--- src/shared/tmr_pkg.sv ---
// constants and types shared by the timer, counter and dead-band block
// Operation
// - timer mode decrements the count on each source clock rising edge while carry-in is high
// - timer reloads count from period when enabled and after reaching zero
// - any timer capture copies the count into the compare/capture register
// - a processor read of the count in timer mode is a capture
// - rising capture input is synchronised and triggers a capture; the code edge-detects the raw input with no synchroniser
// - terminal-count output is high while the count equals zero and carry-in is high
// - interrupt select picks terminal-count rise or compare rise in timer
// - compare operator select picks less-than or less-or-equal
// - blocks chain through carry signals, eight bits per block
// - counter mode reloads count from period after reaching zero
// - counter decrements on source rising edge only while enable is high
// - counter compare output updates on source falling edge
// - counter compare interrupt fires once, rearmed by the next reload
// - dead-band phases follow the input and are never high together
// - input rise: complementary low, count down, then primary high
// - input fall: primary low, same dead time, then complementary high
// - dead-band counter is eight bits and does not chain
// - dead-band loads count from period when enabled and at terminal
// - dead time is source period times one plus period value
// - control bit 0 enables the function and resets to zero
package tmr_pkg;

   // register byte offsets on the bus
   localparam logic [7:0] OFS_COUNT   = 8'h00;
   localparam logic [7:0] OFS_PERIOD  = 8'h04;
   localparam logic [7:0] OFS_COMPARE = 8'h08;
   localparam logic [7:0] OFS_CONTROL = 8'h0c;
   localparam logic [7:0] OFS_FUNC    = 8'h10;

   // field positions
   localparam int CTL_ENABLE_BIT = 0;
   localparam int FN_SEL_LSB     = 0;
   localparam int FN_IRQSEL_BIT  = 2;
   localparam int FN_LESEQ_BIT   = 3;

   // reset values
   localparam logic [7:0] RST_DATA = 8'h00;
   localparam logic       RST_BIT  = 1'b0;

   // data width of one block
   localparam int BLOCK_W = 8;

   typedef enum logic [1:0] {
      FN_TIMER    = 2'b00,
      FN_COUNTER  = 2'b01,
      FN_DEADBAND = 2'b10,
      FN_SPARE    = 2'b11
   } func_t;

   typedef enum logic [2:0] {
      DB_IDLE      = 3'b000,
      DB_DEAD_RISE = 3'b001,
      DB_HIGH_PRI  = 3'b010,
      DB_DEAD_FALL = 3'b011,
      DB_HIGH_CMP  = 3'b100
   } db_state_t;

   typedef struct packed {
      logic        psel;
      logic        penable;
      logic        pwrite;
      logic [7:0]  paddr;
      logic [31:0] pwdata;
   } apb_req_t;

   typedef struct packed {
      logic        pready;
      logic [31:0] prdata;
      logic        pslverr;
   } apb_rsp_t;

   typedef struct packed {
      logic tc;       // terminal count
      logic cmp;      // compare / pulse-width
      logic irq;      // one-cycle interrupt pulse
      logic pri;      // dead-band primary phase
      logic cmpl;     // dead-band complementary phase
      logic carry;    // chain carry to the next block
   } blk_out_t;

endpackage

--- src/core/edge_detect.sv ---
// registers input levels and flags their rising and falling edges
`timescale 1ns/1ps
module edge_detect #(
   parameter int W = 3
) (
   input  wire logic         clk_sys_i, // system clock
   input  wire logic         rst_n_i,   // async reset, active low
   input  wire logic [W-1:0] level_i,   // sampled levels
   output logic      [W-1:0] rise_o,    // level went 0 to 1
   output logic      [W-1:0] fall_o     // level went 1 to 0
);
   typedef struct packed {
      logic [W-1:0] prev;
   } edge_state_t;

   edge_state_t st_reg;
   edge_state_t st_next;

   generate
      if (W < 1) begin : g_chk
         $error("edge_detect needs W of at least one");
      end
   endgenerate

   // previous level follows the input
   always_comb begin
      st_next      = st_reg;
      st_next.prev = level_i;
   end

   always_ff @(posedge clk_sys_i or negedge rst_n_i) begin
      if (!rst_n_i) begin
         st_reg <= '0;
      end else begin
         st_reg <= st_next;
      end
   end

   // edges against the previous cycle
   assign rise_o = level_i & ~st_reg.prev;
   assign fall_o = ~level_i & st_reg.prev;
endmodule

--- src/core/tmr_block.sv ---
// timer, counter and dead-band function block with an apb register slave
`timescale 1ns/1ps
module tmr_block #(
   parameter int CNT_W = 8
) (
   input  wire logic              clk_sys_i, // system clock, 100 MHz
   input  wire logic              rst_n_i,   // async reset, active low
   input  wire tmr_pkg::apb_req_t apb_i,     // apb request
   output tmr_pkg::apb_rsp_t      apb_o,     // apb answer
   input  wire logic              src_clk_i, // selected source clock level
   input  wire logic              data_i,    // capture / enable / waveform
   input  wire logic              carry_i,   // chain carry from lower block
   output tmr_pkg::blk_out_t      blk_o      // block outputs
);
   import tmr_pkg::*;

   typedef struct packed {
      apb_rsp_t    rsp;
      logic [7:0]  count;
      logic [7:0]  period;
      logic [7:0]  compare;
      logic        enable;
      func_t       func;
      logic        irq_sel;
      logic        le_sel;
      logic        cmp_flag;
      logic        armed;
      db_state_t   db;
      blk_out_t    outs;
   } blk_state_t;

   blk_state_t st_reg;
   blk_state_t st_next;

   logic [2:0] rise;
   logic [2:0] fall;

   generate
      if (CNT_W != BLOCK_W) begin : g_chk
         $error("tmr_block serves only eight-bit count width");
      end
   endgenerate

   // chosen compare relation between count and compare register
   function automatic logic cmp_hit(input logic [7:0] cnt,
                                    input logic [7:0] ref_v,
                                    input logic       le);
      cmp_hit = le ? (cnt <= ref_v) : (cnt < ref_v);
   endfunction

   // register decode shared by read and write
   function automatic logic mapped(input logic [7:0] a);
      mapped = (a == OFS_COUNT) || (a == OFS_PERIOD) ||
               (a == OFS_COMPARE) || (a == OFS_CONTROL) ||
               (a == OFS_FUNC);
   endfunction

   // edges of source clock, data input and carry-in
   edge_detect #(
      .W (3)
   ) u_edges (
      .clk_sys_i (clk_sys_i),
      .rst_n_i   (rst_n_i),
      .level_i   ({carry_i, data_i, src_clk_i}),
      .rise_o    (rise),
      .fall_o    (fall)
   );

   logic src_rise;
   logic src_fall;
   logic dat_rise;
   logic dat_fall;
   assign src_rise = rise[0];
   assign src_fall = fall[0];
   assign dat_rise = rise[1];
   assign dat_fall = fall[1];

   // bus handshake, register access and the three functions
   always_comb begin
      logic       done;
      logic       wr;
      logic       rd;
      logic       tick;
      logic       at_zero;
      logic       new_cmp;
      logic       capture;
      logic [7:0] rdat;
      done    = 1'b0;
      wr      = 1'b0;
      rd      = 1'b0;
      tick    = 1'b0;
      at_zero = 1'b0;
      new_cmp = 1'b0;
      capture = 1'b0;
      rdat    = 8'h00;
      st_next = st_reg;

      // apb: one wait state, answer raised on the second access cycle
      done = apb_i.psel & apb_i.penable & st_reg.rsp.pready;
      wr   = done & apb_i.pwrite & mapped(apb_i.paddr);
      rd   = done & ~apb_i.pwrite;
      st_next.rsp.pready  = apb_i.psel & apb_i.penable &
                            ~st_reg.rsp.pready;
      st_next.rsp.pslverr = apb_i.psel & apb_i.penable &
                            ~st_reg.rsp.pready & ~mapped(apb_i.paddr);
      unique case (apb_i.paddr)
         OFS_COUNT:   rdat = st_reg.count;
         OFS_PERIOD:  rdat = st_reg.period;
         OFS_COMPARE: rdat = st_reg.compare;
         OFS_CONTROL: rdat = {7'h00, st_reg.enable};
         OFS_FUNC:    rdat = {4'h0, st_reg.le_sel, st_reg.irq_sel,
                              st_reg.func};
         default:     rdat = 8'h00;
      endcase
      if (apb_i.psel & apb_i.penable & ~st_reg.rsp.pready) begin
         st_next.rsp.prdata = {24'h000000, rdat};
      end
      if (done) begin
         st_next.rsp.prdata = 32'h00000000;
      end

      // register writes
      if (wr) begin
         unique case (apb_i.paddr)
            OFS_PERIOD:  st_next.period  = apb_i.pwdata[7:0];
            OFS_COMPARE: st_next.compare = apb_i.pwdata[7:0];
            OFS_CONTROL: begin
               st_next.enable = apb_i.pwdata[CTL_ENABLE_BIT];
               if (apb_i.pwdata[CTL_ENABLE_BIT] & ~st_reg.enable) begin
                  st_next.count = st_reg.period;
                  st_next.armed = 1'b1;
                  st_next.db    = DB_IDLE;
               end
            end
            OFS_FUNC: begin
               st_next.func    = func_t'(apb_i.pwdata[FN_SEL_LSB +: 2]);
               st_next.irq_sel = apb_i.pwdata[FN_IRQSEL_BIT];
               st_next.le_sel  = apb_i.pwdata[FN_LESEQ_BIT];
            end
            default: st_next.count = st_reg.count;
         endcase
      end

      st_next.outs = '0;
      at_zero = (st_reg.count == 8'h00);

      // disabled: count held, every output low
      if (!st_reg.enable) begin
         st_next.outs = '0;
      end else begin
         unique case (st_reg.func)
            FN_TIMER: begin
               // count only when the lower chained block carries
               tick = src_rise & carry_i;
               if (tick) begin
                  if (at_zero) begin
                     st_next.count = st_reg.period;
                  end else begin
                     st_next.count = st_reg.count - 8'h01;
                  end
               end
               // hardware capture on data rise, software on count read
               capture = dat_rise |
                         (rd & (apb_i.paddr == OFS_COUNT));
               if (capture) begin
                  st_next.compare = st_reg.count;
               end
               st_next.outs.tc = (st_next.count == 8'h00) & carry_i;
               st_next.outs.carry = st_next.outs.tc;
               new_cmp = cmp_hit(st_next.count, st_next.compare,
                                 st_reg.le_sel);
               st_next.cmp_flag = new_cmp;
               if (st_reg.irq_sel) begin
                  st_next.outs.irq = new_cmp & ~st_reg.cmp_flag;
               end else begin
                  // terminal-count rise selected as the source
                  st_next.outs.irq = st_next.outs.tc & ~st_reg.outs.tc;
               end
            end
            FN_COUNTER: begin
               // gated by the enable input and the chain carry
               tick = src_rise & data_i & carry_i;
               if (tick) begin
                  if (at_zero) begin
                     st_next.count = st_reg.period;
                     st_next.armed = 1'b1;
                  end else begin
                     st_next.count = st_reg.count - 8'h01;
                  end
               end
               // compare output moves only on source falling edge
               st_next.cmp_flag = st_reg.cmp_flag;
               if (src_fall) begin
                  st_next.cmp_flag = cmp_hit(st_reg.count, st_reg.compare,
                                             st_reg.le_sel);
               end
               st_next.outs.cmp = st_next.cmp_flag;
               st_next.outs.tc = (st_next.count == 8'h00) & carry_i;
               st_next.outs.carry = st_next.outs.tc;
               if (st_reg.irq_sel) begin
                  if (st_next.cmp_flag & ~st_reg.cmp_flag &
                      st_next.armed) begin
                     st_next.outs.irq = 1'b1;
                     st_next.armed    = 1'b0;
                  end
               end else begin
                  st_next.outs.irq = st_next.outs.tc & ~st_reg.outs.tc;
               end
            end
            FN_DEADBAND: begin
               // phases kept from the previous cycle unless changed below
               st_next.outs.pri  = st_reg.outs.pri;
               st_next.outs.cmpl = st_reg.outs.cmpl;
               if (dat_rise) begin
                  st_next.outs.cmpl = 1'b0;
                  st_next.count     = st_reg.period;
                  st_next.db        = DB_DEAD_RISE;
               end else if (dat_fall) begin
                  st_next.outs.pri = 1'b0;
                  st_next.count    = st_reg.period;
                  st_next.db       = DB_DEAD_FALL;
               end else if (src_rise &&
                            (st_reg.db == DB_DEAD_RISE ||
                             st_reg.db == DB_DEAD_FALL)) begin
                  // period+1 source ticks of dead time, no chaining
                  if (at_zero) begin
                     st_next.count = st_reg.period;
                     if (st_reg.db == DB_DEAD_RISE) begin
                        st_next.outs.pri = 1'b1;
                        st_next.db       = DB_HIGH_PRI;
                     end else begin
                        st_next.outs.cmpl = 1'b1;
                        st_next.db        = DB_HIGH_CMP;
                     end
                  end else begin
                     st_next.count = st_reg.count - 8'h01;
                  end
               end
               // never both high
               if (st_next.outs.pri) begin
                  st_next.outs.cmpl = 1'b0;
               end
            end
            default: st_next.outs = '0;
         endcase
      end
   end

   // state register
   always_ff @(posedge clk_sys_i or negedge rst_n_i) begin
      if (!rst_n_i) begin
         st_reg          <= '0;
         st_reg.count    <= RST_DATA;
         st_reg.period   <= RST_DATA;
         st_reg.compare  <= RST_DATA;
         st_reg.enable   <= RST_BIT;
         st_reg.func     <= FN_TIMER;
         st_reg.db       <= DB_IDLE;
      end else begin
         st_reg <= st_next;
      end
   end

   // every output straight from the state register
   assign apb_o = st_reg.rsp;
   assign blk_o = st_reg.outs;
endmodule

--- config.mk ---
export PLATFORM = sky130hd
export DESIGN_NAME = tmr_block
export DESIGN_NICKNAME = d
export VERILOG_FILES = /design/src/shared/tmr_pkg.sv /design/src/core/edge_detect.sv /design/src/core/tmr_block.sv
export SDC_FILE = /design/constraint.sdc
export NUM_CORES = 1
export LEC_CHECK = 0
export ABC_AREA = 1
export BUFFER_PORTS_ARGS = -buffer_cell sky130_fd_sc_hd__buf_2
export CORE_MARGIN = 3
export CORE_UTILIZATION = 51
export DETAILED_ROUTE_END_ITERATION = 8
export PLACE_DENSITY = 0.78
export SYNTH_ARGS = -nofsm -noshare
export SYNTH_HDL_FRONTEND = slang
export SYNTH_SLANG_ARGS = --single-unit
--- constraint.sdc ---
create_clock -name clk_sys_i -period 2.6 [get_ports clk_sys_i]
set_clock_uncertainty 0.1 [all_clocks]
set_input_delay 0 -clock clk_sys_i [delete_from_list [all_inputs] [get_ports clk_sys_i]]
set_output_delay 0 -clock clk_sys_i [all_outputs]
set_load 0.02 [all_outputs]
After elaboration in Yosys (flattened, before gate mapping)
Index checks and enable logic that the tools add are counted.
{ "op_classes": {"add_sub_neg": 1, "order_cmp": 4, "n_eq_ne": 12, "mux": 69, "bitwise_logic": 30, "reduce_logical": 18} }
{ "op_table": {"columns": ["op", "count"], "rows": [
  ["$mux 8", 20],
  ["$mux 32", 2],
  ["$pmux 8 s5", 1],
  ["$logic_not 8->1", 4],
  ["$mux 29", 1],
  ["$mux 1", 26],
  ["$pmux 8 s3", 1],
  ["$mux 4", 5],
  ["$ne 5x4->1 const B", 4],
  ["$and 1x1->1", 19],
  ["$mux 3", 6],
  ["$eq 8x4->1 const B", 2],
  ["$le 8x8->1", 2],
  ["$lt 8x8->1", 2],
  ["$eq 8x3->1 const B", 1],
  ["$eq 8x5->1 const B", 1],
  ["$reduce_and 2->1", 4],
  ["$sub 8x1->8 const B", 1],
  ["$mux 2", 3],
  ["$mux 6", 1],
  ["$not 1->1", 6],
  ["$pmux 1 s2", 3],
  ["$logic_or 1x1->1", 5],
  ["$and 2x2->2", 2],
  ["10 further kinds", 12]
]} }
{ "totals": {"ff_bits": 76, "output_inout_bits": 40, "wordCells": 154} }

Longest topological paths before layout
{ "depth": {"word_depth": 16, "mapped_depth": 24, "mapped_depth_nobuf": 23} }

Modules after synthesis
A second synthesis with hierarchy kept.
{ "unflattened": {"hier_cells": 652, "area_unflattened_um2": 4374.2} }
{ "by_module_without_submodules": {"columns": ["module", "instances", "cells_per_inst", "area_each_um2", "seq_area_each_um2"], "rows": [
  ["tmr_block", 1, 637, 4254.1, 1226.2],
  ["edge_detect", 1, 15, 120.1, 75.1]
]} }

Worst setup path after synthesis
No wires, ideal clock.
{ "synth_path": {"path_kind": "reg2reg", "from": "register st_reg[32] in the netlist's numbering", "to": "register st_reg (netlist bit blk_o[3])", "t_arrival_ps": 2643, "path_slack_ps": -216, "path_stages_with_launch": 23, "path_cell_list": "dfrtp_1 inv_1 ha_1 nand3_2 inv_2 nand2_1 buf_4 o21ai_1 inv_1 o21ai_2 inv_1 ha_1 inv_1 nor2_1 o21ai_0 a21oi_1 inv_1 o211ai_1 o21ai_0 inv_1 nor3_1 a21oi_1 a21oi_2"} }
{ "synth_lines": {"columns": ["element", "line", "rtl"], "rows": [
  ["from (decl)", "tmr_block.sv:32", "blk_state_t st_reg;"],
  ["from (signal assigned)", "tmr_block.sv:260", "st_reg <= st_next;"]
]} }

==> results.json <==
{
  "status": "complete, but fails checks",
  "violations": "design-rule violations, negative setup slack",
  "insertedDiodeCount": 0,
  "core_area_mm2": 0.00830,
  "cp.buffers_inverters": 5,
  "final_count_of_hold_timing_violations": 0,
  "die_width_um": 98.9,
  "part_of_the_total_power_dissipated_in_sequential_elements": 0.467,
  "cpMaxStageDelayCell": "sky130_fd_sc_hd__dfrtp_1",
  "cts.root.buffer_cell": "sky130_fd_sc_hd__clkbuf_8",
  "power.static_leakage_nw": 3.10,
  "power.net_switching_w": 0.000510,
  "ys_seq_area_frac": 0.290,
  "critical_path.max_fanout": 8,
  "timing.max_cap.violations": 0,
  "sort_of_element_at_the_start_of_the_critical_path": "register",
  "via_count_of_the_routed_design": 5008,
  "gr-usage-all-layers": 0.302,
  "cp_data_arrival_time_ns": 2.95,
  "detailedPlacementHpwl_um": 11500,
  "routedWlPerCell_um": 16.6,
  "dieArea_mm2": 0.00978,
  "synth_enable_flop_cells": 0,
  "globalRoute.totalOverflow": 0,
  "drc_errors": 1,
  "gp_routability_congestion": 0.995,
  "dp_slack_ns": -0.307,
  "htreeDepth": 2,
  "final.period_utilization": 1.08,
  "irDropWorstVdd_mv": 0.250,
  "synthCells": 653,
  "hold_class": "in -> reg",
  "initial_core_utilization": 0.530,
  "detail_route.iter0.violations": 463,
  "crit_cells": 21,
  "synth_seq_cells": 51,
  "warnings_synthesis": 0,
  "largest_reg_flops": 34,
  "syn-mean-instance-area_um2": 6.74,
  "beginning_of_the_critical_path": "apb_o[33]",
  "io_buffers": 39,
  "ffs_w_async_s_r_synth": 1.00,
  "antenna_violations_before_repair": 0,
  "clock_tree_from_tritoncts": "built",
  "numClockSinks": 51,
  "grt_start_max_net_pins": 52,
  "max_clock_freq_ghz": 0.356,
  "cts-root-to-sink-buffers": 2,
  "synth_cell_type_count": 41,
  "synthesis.area_mm2": 0.00440,
  "regToRegStartpoint": "apb_o[33]",
  "worstPathRequired_ns": 2.74,
  "grt_first_pass_wirelength_um": 23400,
  "crit_family": "compound AO/OA/AOI/OAI gates",
  "crit_chain": "inv_2, nor2_4, nand2_2, a21oi_4, nand2_4, clkbuf_16, o21ai_4, nand2_1, o21ai_2, ha_1, nand2_1, inv_2, o21ai_2, a21oi_2, inv_1, o211ai_1, o21ai_2, inv_2, nor3_4, a21oi_2, a21oi_2",
  "clkLatencyLatePin_ns": 0.32,
  "postRouteAntennaNets": 0,
  "total_cts_buffers": 5,
  "worstHoldStart": "apb_i[0]",
  "finalMaxSlewViolations": 0,
  "grt_setup_unrepaired": "yes",
  "whs_path_depth": 3,
  "timing.max_slew.rel_slack": 0.535,
  "fp.dieH_um": 98.9,
  "filler_cell_count": 673,
  "nNetsFinal": 865,
  "max_slew.worst_pin.slew_ns": 0.697,
  "power_density_of_the_placed_cells_mw_per_mm2": 296,
  "clock_power_share": 0.340,
  "reg2reg_depth": 21,
  "finalSetupViolCount": 3,
  "internal_power_w": 0.00122,
  "clk_pin_slew_worst_paths_ns": 0.11,
  "finalWirelength_um": 15000,
  "io-pin-count": 88,
  "detailed_routing_iteration_count_for_the_pre_antenna_repair_pass": 7,
  "final_critical_path_setup_slack_ns": -0.208,
  "synth-main-ff-cell": "sky130_fd_sc_hd__dfrtp_1",
  "worst_setup_path_end_kind": "register",
  "placementRows": 33,
  "post_drt_via_cell_ratio": 5.53,
  "fin_crit_ns": 2.81,
  "syn2layout_area_growth_pct": 32.9,
  "switching_share": 0.295,
  "cp_slowest_stage_delay_ns": 0.39,
  "layout-drive-gt1-share": 0.332,
  "share_comb_of_total_power": 0.193,
  "hold_ws_ns": 0.0243,
  "number_of_global_route_vias_before_repair": 4653,
  "final_cell_mix": "sky130_fd_sc_hd__nand2_1, sky130_fd_sc_hd__buf_4, sky130_fd_sc_hd__inv_1",
  "critPathKind": "reg -> reg",
  "mostFrequentLayoutCell": "sky130_fd_sc_hd__nand2_1"
}
[worst reg2reg max path: cells and delay by family (launching register included)]
kind,cells,cell delay (ns)
adder cells (fa/ha/maj),1,0.28
AND/OR/NAND/NOR,6,0.64
AO/OA/AOI/OAI,9,0.87
flip-flops,1,0.39
buffers and inverters,5,0.45
[routing by layer]
metal  up-vias  track usage  part of all wire
met4         0        0.116             0.034
met3        43       0.0453             0.090
met5         -            0                 0
met1      2334        0.407              0.41
met2       265        0.490              0.47
li1       2366            -                 -
[cells by family after synthesis]
| logic type | Yosys count | synth area share |
|---|---|---|
| and+or+nand+nor | 282 | 0.278 |
| AOI/OAI and AO/OA | 147 | 0.193 |
| buffers and inverters | 145 | 0.169 |
| DFF | 51 | 0.290 |
| adders and majority gates | 17 | 0.0483 |
| muxes | 7 | 0.0159 |
| xor gates and xnor gates | 3 | 0.00597 |
| other | 1 | 0.000852 |
[cells in the mapped netlist (2+ instances only)]
cell / n / area (um2)
sky130_fd_sc_hd__inv_1: 81 / 304
sky130_fd_sc_hd__buf_4: 42 / 315
sky130_fd_sc_hd__a221oi_1: 4 / 35.0
sky130_fd_sc_hd__o211ai_1: 6 / 45.0
sky130_fd_sc_hd__o21ai_0: 45 / 225
sky130_fd_sc_hd__clkbuf_1: 4 / 15.0
sky130_fd_sc_hd__a21oi_2: 2 / 17.5
sky130_fd_sc_hd__nor2_2: 2 / 12.5
sky130_fd_sc_hd__nor2_1: 55 / 206
sky130_fd_sc_hd__nand4_1: 4 / 25.0
sky130_fd_sc_hd__dfrtp_1: 51 / 1280
sky130_fd_sc_hd__nand3_2: 5 / 50.1
sky130_fd_sc_hd__a211oi_1: 2 / 15.0
sky130_fd_sc_hd__a21oi_1: 32 / 160
sky130_fd_sc_hd__nor3_1: 3 / 15.0
sky130_fd_sc_hd__o21ai_1: 24 / 120
sky130_fd_sc_hd__o22ai_1: 18 / 113
sky130_fd_sc_hd__buf_2: 2 / 10.0
sky130_fd_sc_hd__nand2_2: 14 / 87.6
sky130_fd_sc_hd__nand2_1: 169 / 634
sky130_fd_sc_hd__inv_2: 13 / 48.8
sky130_fd_sc_hd__ha_1: 17 / 213
sky130_fd_sc_hd__o221ai_1: 2 / 17.5
sky130_fd_sc_hd__nand3_1: 23 / 115
sky130_fd_sc_hd__o21ai_2: 9 / 78.8
sky130_fd_sc_hd__mux2i_1: 7 / 70.1
sky130_fd_sc_hd__xor2_1: 3 / 26.3
[power groups by stage]
stage,clock network (W),registers [W],logic [W]
final,0.000589,0.000808,0.000334
after floorplan,0,0.000823,0.000187
after CTS,0.000601,0.000807,0.000303
after detailed placement,0,0.000823,0.000279
after global routing,0.000624,0.000808,0.000363
after global placement,0,0.000822,0.000271
[what timing repair did]
item / in CTS / in global routing
endpoints found under the setup margin: 2 / 3
gates resized for setup: 37 / 38
hold endpoints to repair: 69 / 0
cloned: 0 / 1
pin swaps: 15 / 17
setup buffers: 11 / 3
hold buffers: 11 / 0
[final cells by class]
class                   instances  area [um2]  share of cell area
flip-flops and latches         51        1280               0.218
repair buffers                167        1230               0.210
well taps                     105         131              0.0225
inverters                      95         370              0.0633
clock buffers                   6        72.6              0.0124
multi-input cells             480        2730               0.467
clock inverters                 2        38.8             0.00663
[path summary, 6_finish.rpt]
path                         endpoint  slack, ns
max                          blk_o[3]      -0.21
min                        st_reg[24]       0.02
max reg2reg                  blk_o[3]      -0.21
min reg2reg                  apb_o[5]       0.39
max in group asynchronous  st_reg[32]       1.68
min in group asynchronous   st_reg[7]       0.23
[metrics by stage]
stage	cell area (um2)	utilization	instances	setup TNS [ns]	power (W)
final	5850	0.705	906	-0.481	0.00173
after global routing	5850	0.705	906	-0.806	0.00180
after CTS	5660	0.682	902	-0.267	0.00171
after detailed placement	5250	0.632	872	-0.458	0.00110
after global placement	5250	0.632	872	-0.448	0.00109
after floorplan	4520	-	676	-0.0645	0.00101
Note: power is estimated with default switching activity, not from simulation.
